**src/pc_stack_map.svh**
```systemverilog
// Offsets, field positions and reset values for the program counter block
`ifndef PC_STACK_MAP_SVH
`define PC_STACK_MAP_SVH

// ****************************************
// Register byte addresses
// ****************************************
`define PCS_OFF_LOW          12'h000
`define PCS_OFF_LATCH        12'h004
`define PCS_OFF_STATE        12'h008

// ****************************************
// Field positions
// ****************************************
`define PCS_LOW_MSB          7
`define PCS_LATCH_MSB        4
`define PCS_PAGE_MSB         4
`define PCS_PAGE_LSB         3
`define PCS_FETCH_MSB        10
`define PCS_STATE_DEPTH_LSB  8

// ****************************************
// Widths, depths and reset values
// ****************************************
`define PCS_PC_WIDTH         13
`define PCS_STACK_DEPTH      8
`define PCS_PC_RESET         13'h0000
`define PCS_LATCH_RESET      5'h00
`define PCS_VECTOR_ADDR      13'h0004
`define PCS_PC_ONE           13'h0001

`endif

```
**src/pc_stack_pkg.sv**
```systemverilog
// Types shared by the program counter and return stack
package pc_stack_pkg;

   typedef logic [12:0] pc_t;

   // Source of the next program counter value, highest priority first
   typedef enum logic [2:0] {
      SRC_VECTOR,
      SRC_BRANCH,
      SRC_RETURN,
      SRC_LOW_WRITE,
      SRC_STEP,
      SRC_HOLD
   } pc_src_e;

endpackage : pc_stack_pkg

```
**src/pc_return_stack.sv**
```systemverilog
// Circular return-address stack held in flip-flops
`timescale 1ns/1ns
`include "pc_stack_map.svh"

module pc_return_stack #(
   parameter int WIDTH = `PCS_PC_WIDTH,
   parameter int DEPTH = `PCS_STACK_DEPTH
) (
   input  wire logic             pclk,
   input  wire logic             presetn,
   input  wire logic             push,
   input  wire logic             pop,
   input  wire logic [WIDTH-1:0] push_data,
   output logic      [WIDTH-1:0] pop_data,
   output logic      [$clog2(DEPTH)-1:0] fill_ptr
);

   localparam int PW = $clog2(DEPTH);

   if (DEPTH < 2 || (1 << PW) != DEPTH) begin : g_depth_check
      $error("pc_return_stack: DEPTH must be a power of two, at least 2");
   end

   logic [WIDTH-1:0] entry_reg [DEPTH];
   logic [PW-1:0]    ptr_reg;
   logic [PW-1:0]    ptr_next;
   wire  [PW-1:0]    top_idx = ptr_reg - {{(PW-1){1'b0}}, 1'b1};

   // Pointer wraps freely; no overflow or underflow flag exists
   assign ptr_next = push ? ptr_reg + {{(PW-1){1'b0}}, 1'b1}
                   : pop  ? top_idx
                   : ptr_reg;
   assign pop_data = entry_reg[top_idx];
   assign fill_ptr = ptr_reg;

   always_ff @(posedge pclk or negedge presetn) begin
      if (!presetn) begin
         ptr_reg <= '0;
      end else begin
         ptr_reg <= ptr_next;
      end
   end

   // Ninth push lands on the slot of the first
   always_ff @(posedge pclk) begin
      if (push) begin
         entry_reg[ptr_reg] <= push_data;
      end
   end

   a_wrap_pointer: assert property (@(posedge pclk) disable iff (!presetn)
      push |=> ptr_reg == $past(ptr_reg) + 1'b1)
      else $error("stack pointer did not advance on push");

   a_pushed_on_top: assert property (@(posedge pclk) disable iff (!presetn)
      push |=> pop_data == $past(push_data))
      else $error("pushed value not on top of stack");

endmodule : pc_return_stack

```
**src/program_counter_and_stack.sv**
```systemverilog
// Program counter sequencing, high-address latch and return stack with APB access
`timescale 1ns/1ns
`include "pc_stack_map.svh"

module program_counter_and_stack #(
   parameter int                   STACK_DEPTH = `PCS_STACK_DEPTH,
   parameter logic [12:0]          VECTOR_ADDR = `PCS_VECTOR_ADDR
) (
   input  wire logic               pclk,
   input  wire logic               presetn,
   // APB slave
   input  wire logic               psel,
   input  wire logic               penable,
   input  wire logic               pwrite,
   input  wire logic [11:0]        paddr,
   input  wire logic [31:0]        pwdata,
   output logic      [31:0]        prdata,
   output logic                    pready,
   output logic                    pslverr,
   // Decoder and interrupt controls, one-cycle pulses
   input  wire logic               step,
   input  wire logic               branch_call,
   input  wire logic               branch_jump,
   input  wire logic [10:0]        branch_target,
   input  wire logic               return_plain,
   input  wire logic               return_with_literal,
   input  wire logic               interrupt_exit,
   input  wire logic               interrupt_take,
   // Program memory side
   output logic      [12:0]        pc_value,
   output logic      [10:0]        fetch_addr
);

   // ****************************************
   // Elaboration checks
   // ****************************************
   if (STACK_DEPTH != `PCS_STACK_DEPTH) begin : g_depth_check
      $error("program_counter_and_stack: stack depth must be eight");
   end

   // ****************************************
   // Helpers
   // ****************************************
   function automatic pc_stack_pkg::pc_t next_addr(input pc_stack_pkg::pc_t a);
      next_addr = a + `PCS_PC_ONE;
   endfunction : next_addr

   localparam int SPW = $clog2(STACK_DEPTH);

   // ****************************************
   // State
   // ****************************************
   pc_stack_pkg::pc_t    pc_reg;
   pc_stack_pkg::pc_t    pc_next;
   logic [4:0]           latch_reg;
   logic [4:0]           latch_next;
   logic [31:0]          prdata_reg;
   logic [31:0]          prdata_next;
   logic                 pslverr_reg;
   logic                 pslverr_next;

   // ****************************************
   // APB decode
   // ****************************************
   wire        apb_setup     = psel && !penable;
   wire        apb_access    = psel && penable;
   wire        hit_low       = paddr == `PCS_OFF_LOW;
   wire        hit_latch     = paddr == `PCS_OFF_LATCH;
   wire        hit_state     = paddr == `PCS_OFF_STATE;
   wire        hit_any       = hit_low || hit_latch || hit_state;
   wire        wr_low        = apb_access && pwrite && hit_low;
   wire        wr_latch      = apb_access && pwrite && hit_latch;
   wire        bad_access    = !hit_any || (pwrite && hit_state);

   // ****************************************
   // Stack controls
   // ****************************************
   wire        branch_any    = branch_call || branch_jump;
   wire        return_any    = return_plain || return_with_literal || interrupt_exit;
   wire        do_push       = interrupt_take || branch_call;
   wire        do_pop        = !interrupt_take && !branch_any && return_any;
   pc_stack_pkg::pc_t    push_value;
   pc_stack_pkg::pc_t    pop_value;
   logic [SPW-1:0]       stack_fill;

   // Interrupted instruction has not run yet, so it is the resume point
   assign push_value = interrupt_take ? pc_reg : next_addr(pc_reg);

   // ****************************************
   // Next program counter source
   // ****************************************
   pc_stack_pkg::pc_src_e pc_src;

   assign pc_src = interrupt_take ? pc_stack_pkg::SRC_VECTOR
                 : branch_any     ? pc_stack_pkg::SRC_BRANCH
                 : return_any     ? pc_stack_pkg::SRC_RETURN
                 : wr_low         ? pc_stack_pkg::SRC_LOW_WRITE
                 : step           ? pc_stack_pkg::SRC_STEP
                 : pc_stack_pkg::SRC_HOLD;

   always_comb begin
      case (pc_src)
         pc_stack_pkg::SRC_VECTOR: begin
            pc_next = VECTOR_ADDR;
         end
         pc_stack_pkg::SRC_BRANCH: begin
            pc_next = {latch_reg[`PCS_PAGE_MSB:`PCS_PAGE_LSB], branch_target};
         end
         pc_stack_pkg::SRC_RETURN: begin
            pc_next = pop_value;
         end
         pc_stack_pkg::SRC_LOW_WRITE: begin
            // Sum written by software does not carry into the upper bits
            pc_next = {latch_reg, pwdata[`PCS_LOW_MSB:0]};
         end
         pc_stack_pkg::SRC_STEP: begin
            pc_next = next_addr(pc_reg);
         end
         default: begin
            pc_next = pc_reg;
         end
      endcase
   end

   // Latch only moves on a software write, never on push or pop
   assign latch_next = wr_latch ? pwdata[`PCS_LATCH_MSB:0] : latch_reg;

   // ****************************************
   // Read data, captured in the setup phase
   // ****************************************
   // Upper counter bits are never returned; stack pointer never exposed
   wire [31:0] rd_low    = {24'h000000, pc_reg[`PCS_LOW_MSB:0]};
   wire [31:0] rd_latch  = {27'h0000000, latch_reg};
   wire [31:0] rd_state  = {23'h000000, interrupt_take,
                            8'h00};

   assign prdata_next  = !apb_setup ? prdata_reg
                       : pwrite     ? 32'h00000000
                       : hit_low    ? rd_low
                       : hit_latch  ? rd_latch
                       : hit_state  ? rd_state
                       : 32'h00000000;
   assign pslverr_next = apb_setup ? bad_access : pslverr_reg;

   // ****************************************
   // Registers
   // ****************************************
   always_ff @(posedge pclk or negedge presetn) begin
      if (!presetn) begin
         pc_reg      <= `PCS_PC_RESET;
         latch_reg   <= `PCS_LATCH_RESET;
         prdata_reg  <= 32'h00000000;
         pslverr_reg <= 1'b0;
      end else begin
         pc_reg      <= pc_next;
         latch_reg   <= latch_next;
         prdata_reg  <= prdata_next;
         pslverr_reg <= pslverr_next;
      end
   end

   // ****************************************
   // Return stack
   // ****************************************
   pc_return_stack #(
      .WIDTH (`PCS_PC_WIDTH),
      .DEPTH (STACK_DEPTH)
   ) u_stack (
      .pclk      (pclk),
      .presetn   (presetn),
      .push      (do_push),
      .pop       (do_pop),
      .push_data (push_value),
      .pop_data  (pop_value),
      .fill_ptr  (stack_fill)
   );

   // ****************************************
   // Outputs
   // ****************************************
   assign prdata     = prdata_reg;
   assign pready     = 1'b1;
   assign pslverr    = pslverr_reg && apb_access;
   assign pc_value   = pc_reg;
   // Single page: latch page bits cannot reach the fetch address
   assign fetch_addr = pc_reg[`PCS_FETCH_MSB:0];

   // ****************************************
   // Checks
   // ****************************************
   a_reset_clears_pc: assert property (@(posedge pclk)
      $rose(presetn) |-> pc_reg == 13'h0000)
      else $error("program counter not zero after reset");

   a_step_advance: assert property (@(posedge pclk) disable iff (!presetn)
      (pc_src == pc_stack_pkg::SRC_STEP) |=> pc_reg == $past(pc_reg) + 13'h0001)
      else $error("program counter did not advance by one");

   a_low_write_load: assert property (@(posedge pclk) disable iff (!presetn)
      (pc_src == pc_stack_pkg::SRC_LOW_WRITE)
      |=> pc_reg == {$past(latch_reg), $past(pwdata[7:0])})
      else $error("low byte write did not load upper bits from latch");

   a_branch_page: assert property (@(posedge pclk) disable iff (!presetn)
      (pc_src == pc_stack_pkg::SRC_BRANCH)
      |=> pc_reg[12:11] == $past(latch_reg[4:3])
          && pc_reg[10:0] == $past(branch_target))
      else $error("branch did not combine latch page and target");

   // Fetch follows the target alone, whatever the latch page bits hold
   a_fetch_page_free: assert property (@(posedge pclk) disable iff (!presetn)
      branch_any && !interrupt_take |=> fetch_addr == $past(branch_target))
      else $error("latch page bits reached the fetch address");

   a_call_resume: assert property (@(posedge pclk) disable iff (!presetn)
      branch_call && !interrupt_take |=> pop_value == $past(pc_reg) + 13'h0001)
      else $error("call did not push the following address");

   a_vector_push: assert property (@(posedge pclk) disable iff (!presetn)
      interrupt_take |=> pc_reg == VECTOR_ADDR && pop_value == $past(pc_reg))
      else $error("interrupt did not vector and save the resume address");

   a_return_pops: assert property (@(posedge pclk) disable iff (!presetn)
      do_pop |=> pc_reg == $past(pop_value))
      else $error("return did not load the stack top");

   a_latch_kept: assert property (@(posedge pclk) disable iff (!presetn)
      (do_push || do_pop) && !wr_latch |=> $stable(latch_reg))
      else $error("stack operation disturbed the latch");

   a_low_read_only: assert property (@(posedge pclk) disable iff (!presetn)
      apb_setup && !pwrite && hit_low |=> prdata[31:8] == 24'h000000)
      else $error("upper counter bits visible on read");

   a_low_read_value: assert property (@(posedge pclk) disable iff (!presetn)
      apb_setup && !pwrite && hit_low |=> prdata[7:0] == $past(pc_reg[7:0]))
      else $error("low byte read did not return the counter");

   // Pointer steps back silently, even past the oldest entry
   a_pop_retreat: assert property (@(posedge pclk) disable iff (!presetn)
      do_pop |=> stack_fill == $past(stack_fill) - 1'b1)
      else $error("stack pointer did not step back on pop");

   a_jump_no_push: assert property (@(posedge pclk) disable iff (!presetn)
      branch_jump && !branch_call && !interrupt_take |=> $stable(stack_fill))
      else $error("plain jump moved the stack pointer");

   a_hold_idle: assert property (@(posedge pclk) disable iff (!presetn)
      (pc_src == pc_stack_pkg::SRC_HOLD) |=> $stable(pc_reg))
      else $error("program counter moved with no operation");

   a_state_write_refused: assert property (@(posedge pclk) disable iff (!presetn)
      apb_access && pwrite && hit_state |-> pslverr)
      else $error("write to the state word was not refused");

endmodule : program_counter_and_stack

```
**config.mk**
```make
export PLATFORM = sky130hd
export DESIGN_NAME = program_counter_and_stack
export DESIGN_NICKNAME = d
export VERILOG_FILES = /design/src/pc_stack_pkg.sv /design/src/pc_return_stack.sv /design/src/program_counter_and_stack.sv
export VERILOG_INCLUDE_DIRS = /design/src
export SDC_FILE = /design/constraint.sdc
export NUM_CORES = 1
export LEC_CHECK = 0
export BUFFER_PORTS_ARGS = -buffer_cell sky130_fd_sc_hd__buf_4
export CORE_MARGIN = 2
export CORE_UTILIZATION = 50
export CTS_CLUSTER_DIAMETER = 30
export DETAILED_ROUTE_END_ITERATION = 12
export GPL_ROUTABILITY_DRIVEN = 0
export GPL_TIMING_DRIVEN = 1
export PLACE_DENSITY_LB_ADDON = 0.05
export SYNTH_ARGS = -nofsm -noshare
export SYNTH_HDL_FRONTEND = slang
export SYNTH_SLANG_ARGS = --single-unit
```
**constraint.sdc**
```tcl
create_clock -name pclk -period 2.8 [get_ports pclk]
set_input_delay 0.14 -clock pclk [delete_from_list [all_inputs] [get_ports pclk]]
set_output_delay 0.14 -clock pclk [all_outputs]
set_load 0.05 [all_outputs]
```
# Yosys cells after proc, flatten, opt, wreduce, memory -nomap -nowiden
# Memory sizes are Yosys's and may differ from the RTL's.
# Cells that the tools add are included.
# Widths: inputs -> output; s select.
# word_totals
regBits,54
mem_bits_rw,104
in_bits,67
output_inout_bits,58
memories,1
# memory_table
memory,depth,width,read_ports,rd_clocked_by_memory_dff,wr,line_no,text
u_stack.entry_reg,8,13,1,0,1,pc_return_stack.sv:24,logic [WIDTH-1:0] entry_reg [DEPTH];
# classes
n_addsub,3
n_eq_ne,6
n_mux,15
n_reduce_logical,24
# op_table
operator,n
$pmux 13 s5,1
$mux 9,4
$mux 3,6
$add 13x1->13 const B,1
$mux 13,1
$eq 12x3->1 const B,1
$eq 12x4->1 const B,1
$logic_not 12->1,1
$logic_and 1x1->1,9
$logic_or 1x1->1,7
$eq 3x2->1 const B,2
$reduce_bool 5->1,1
$logic_not 1->1,4
$add 3x1->3 const B,1
$eq 3x1->1 const B,1
$eq 3x3->1 const B,1
$logic_not 3->1,1
$mux 1,3
$sub 3x1->3 const B,1
$reduce_bool 2->1,1

# Longest topological paths before layout
# depth
ltp_word,9
ltp_mapped,10
ltp_nobuf,6

# By module
# Synthesis repeated with hierarchy kept, for this count alone.
# hier_totals
hier_cells,504
hier_area_um2,6563.8
# by_module_without_submodules
mod,instances,cells_per_inst,area_per_inst_um2,seq_area_each_um2
pc_return_stack,1,269,4410.5,3198.1
program_counter_and_stack,1,235,2153.3,700.7

# Worst setup path after synthesis
# Ideal clock, no wire load.
# synth_path
path_type,reg-to-reg
from,register u_stack.ptr_reg[0] (netlist: u_stack.fill_ptr[0])
to,"memory u_stack.entry_reg[0][0] in the netlist's numbering, enable pin"
arrival_time_ps,2100
t_required_ps,2383
slack_ps,283
stages_incl_launch_ff,4
period_less_slack_ps,2517
cell_sequence,dfrtp_1 -> buf_6 -> buf_2 -> nor4_1
# synth_rtl
element,line_no,text
start: declaration,pc_return_stack.sv:25,logic [PW-1:0] ptr_reg;
start signal: assignment,pc_return_stack.sv:40,ptr_reg <= ptr_next;
end: declaration,pc_return_stack.sv:24,
# No word-level cell before the write port.

# Worst setup path in the final report
# layout_path
from,register pc_reg[0] (netlist: pc_value[0])
to,memory u_stack.entry_reg[4][8] in the netlist's numbering (data pin)
# layout_via
elab_chain_cells,2
# layout_rtl
element,line_no,text
start: declaration,program_counter_and_stack.sv:53,pc_stack_pkg::pc_t pc_reg;
start signal: assignment,program_counter_and_stack.sv:150,pc_reg <= `PCS_PC_RESET;
start signal: assignment,program_counter_and_stack.sv:155,pc_reg <= pc_next;
$add 13x1->13 (no line),n/a,
$mux 13,program_counter_and_stack.sv:87,assign push_value = interrupt_take ? pc_reg : next_addr(pc_reg);
named net push_value[8],program_counter_and_stack.sv:82,pc_stack_pkg::pc_t push_value;
# The timed path passes the listed nets, and every way through them passes these cells.

==> out/results.txt <==
largest stage delay on the critical path = 0.60 ns
global-route wire length before repair = 21300 microns
htree depth = 4
quantity of I/O buffers inserted on ports = 76
total of max-cap violations = 0
pin count of the biggest net entering global routing = 32
most area-hungry cell type in the Yosys netlist = sky130_fd_sc_hd__edfxtp_1
worst setup path startpoint = pc_value[0]$_DFFE_PN0P_
clock network latency to the later pin of the worst-skew pair = 0.42 ns
CP Launch Type = flop
relative contribution of the clock network to total power = 27.1%
outcome = finished, final reports clean
maximum fanout along the worst path = 9
cts hold-fix bufs = 16
cell type of the slowest stage on the worst timing path = sky130_fd_sc_hd__xor2_1
Comb pwr share = 35.0%
largest delay contributor family on the critical path = XOR/XNOR gates
flip-flop count of the largest register after layout = 104
Net Sw Frac = 33.1%
routed len/inst = 20.1 microns
Antenna Nets Post-Route = 0
critical register-to-register path startpoint = pc_value[0]$_DFFE_PN0P_
clock period minus final worst setup slack = 2.31 ns
area grow syn2layout = 22.0%
average vias per placed instance = 5.36
number of instances in the synthesized netlist = 417
Arrival @ worst endpoint = 2.44 ns
vias in the first global route = 3742
clk buf depth = 2
share of the synthesized area in the top cell type = 49.5%
leftover overflow at the end of global routing = 0
chip height = 116 microns
sequential share of power = 37.9%
commonest cells after routing, fill and taps aside = 104 x sky130_fd_sc_hd__edfxtp_1, 98 x sky130_fd_sc_hd__buf_4, 30 x sky130_fd_sc_hd__dfrtp_1
Residual DRC = 0
leakage power = 2.95 nW
ratio of cells with drive above 1 in the final layout = 33.4%
max_slew headroom = 51.3%
most frequent standard cell in the layout excluding fill and tap cells = sky130_fd_sc_hd__edfxtp_1
CP Capture Type = flop
nets@finish = 584
starting DRC count in detailed routing = 210
netlist area before placement = 6300 sq um
switching power total = 0.00252 W
Yosys warning total = 0
Power per Cell Area = 991 nW/um^2
top-level I/O count = 125
maximum vdd ir drop = 691 uV
number of cell rows = 41
required time at the endpoint of the critical path = 2.92 ns
unrepaired setup endpoints after global routing = no
sequential share of the synthesized area = 61.8%
via count = 3747
Worst Path Class, Setup = reg2reg
overall routing resource usage = 22.2%
clock tree from TritonCTS = yes
fraction of the cycle the final worst path needs = 82.7%
Pins Over Slew Limit = 0
clock tree skew after final layout = 0.00876 ns
Worst Hold Launch = pwdata[6]
total design power = 0.00762 W
worst-margin pin slew = 0.725 ns
internal power = 0.00510 W
clock transition at the register clock pins on the worst setup and hold paths after CTS = 0.06 ns
cell chosen for the clock root = sky130_fd_sc_hd__clkbuf_16
cts repair resizes = 0
total negative setup slack = 0 ns
path type of the worst min-delay path = in2reg
fmax = 432 MHz
number of hold violations in the final report = 0
Total Die Area = 13500 sq um
DRT Wirelength = 14000 microns
area of the core = 12500 sq um
Inserted Clock Buffers = 17
average instance area after synthesis = 15.1 sq um
number of post-CTS setup repair buffers = 0
Num Clock Sinks = 135
leading post-synthesis cells by cell area = sky130_fd_sc_hd__edfxtp_1 50%, sky130_fd_sc_hd__dfrtp_1 12%, sky130_fd_sc_hd__mux4_2 7.1%
number of antenna violations at the first check in global routing = 0
flop and latch count out of synthesis = 135
detailed-routing iteration count for the pre-antenna-repair pass = 4
cell-by-cell listing of the critical path = ha_1 -> nand4_2 -> nor3_1 -> xor2_1
Detailed Place HPWL = 9770 microns
distinct cell type count of the synthesized netlist = 51
Worst Path Buf+Inv = 0
final number of setup-violating endpoints = 0
initial core utilization = 50.6%
Antenna Diode Count = 0
overall die width = 116 microns
==> worst paths after layout <==
check | endpoint | slack (ns) | cells after the start
setup reg to reg | u_stack.entry_reg[4][8]$_DFFE_PP_ | 0.49 | 4
min in group asynchronous | prdata[3]$_DFFE_PN0P_ | 0.20 | 2
setup / recovery | u_stack.entry_reg[4][8]$_DFFE_PP_ | 0.49 | 4
hold / removal | pc_value[6]$_DFFE_PN0P_ | 0.04 | 3
max in group asynchronous | u_stack.fill_ptr[0]$_DFFE_PN0P_ | 2.28 | 2
hold reg to reg | pslverr_reg$_DFFE_PN0P_ | 0.48 | 1
==> worst min-delay path, delay by kind of cell <==
family,cells,cell delay [ns]
buffers and inverters,1,0.11
AO/OA/AOI/OAI,1,0.07
AND/OR/NAND/NOR,1,0.10
==> cell usage after synthesis (all sizes together) <==
cell,number
mux2,19
and4b,1
clkbuf,11
ha,3
nor4,7
mux4,26
nand4,7
nor4b,2
inv,4
conb,2
or4b,1
a21oi,3
nand3,6
o221ai,2
nand2,22
nand2b,5
xnor2,13
a221o,1
edfxtp,104
a22oi,7
nor2,16
o31ai,2
or2,2
mux2i,7
buf,47
dfrtp,31
nor3,15
or3,4
and4bb,1
a21o,1
o211ai,7
xor2,12
a31oi,2
nand4b,1
o21ai,10
and3,5
a22o,4
a32oi,4
==> power groups by stage <==
stage / combinational, W / clock (W) / sequential [W]
4_1_cts: 0.00271 / 0.00211 / 0.00289
3_3_place_gp: 0.00267 / 0 / 0.00290
3_5_place_dp: 0.00267 / 0 / 0.00292
6_report: 0.00267 / 0.00206 / 0.00289
5_1_grt: 0.00289 / 0.00219 / 0.00293
2_1_floorplan: 0.00191 / 0 / 0.00294
==> per-layer routing <==
metal  share of wire [%]  global-route usage, %  vias to the layer above
met2                  49                   37.1                      124
met4                 1.8                   9.05                        0
met1                  45                   28.4                     1854
met5                   0                      0                        -
li1                    -                      -                     1751
met3                 5.1                   4.77                       18
==> metrics by stage <==
stage                     hold slack, ns  util, %  area [sq um]  worst slack, ns  std cells
after floorplan                   -0.156        -          6390            0.283        439
after global placement             0.106     56.0          6980            0.605        651
after detailed placement           0.103     56.0          6980            0.520        651
after CTS                         0.0203     61.7          7690            0.501        699
after global routing              0.0540     61.7          7690            0.368        699
final                             0.0361     61.7          7690            0.485        699
==> kinds of logic (layout without fill, tap and decap cells) <==
family                   count (synthesis)  after routing  synth area share, %
XOR/XNOR                                25             25                 3.47
buffers and inverters                   62            150                 6.41
other                                    2             24                0.119
adder cells (fa/ha/maj)                  3              3                0.595
multiplexers                            52             52                 14.1
AND/OR/NAND/NOR                         95             95                 8.37
flip-flops                             135            135                 61.8
AO/OA/AOI/OAI                           43             43                 5.04
==> layout make-up <==
class                   count  area [sq um]
multi-input cells         242          2110
flip-flops and latches    135          3900
fillers                   984          4770
clock inverters            15           130
clock buffers              17           425
repair buffers            114           896
inverters                   4          15.0
well taps                 172           215
Note: power is estimated with default switching activity, not from simulation.
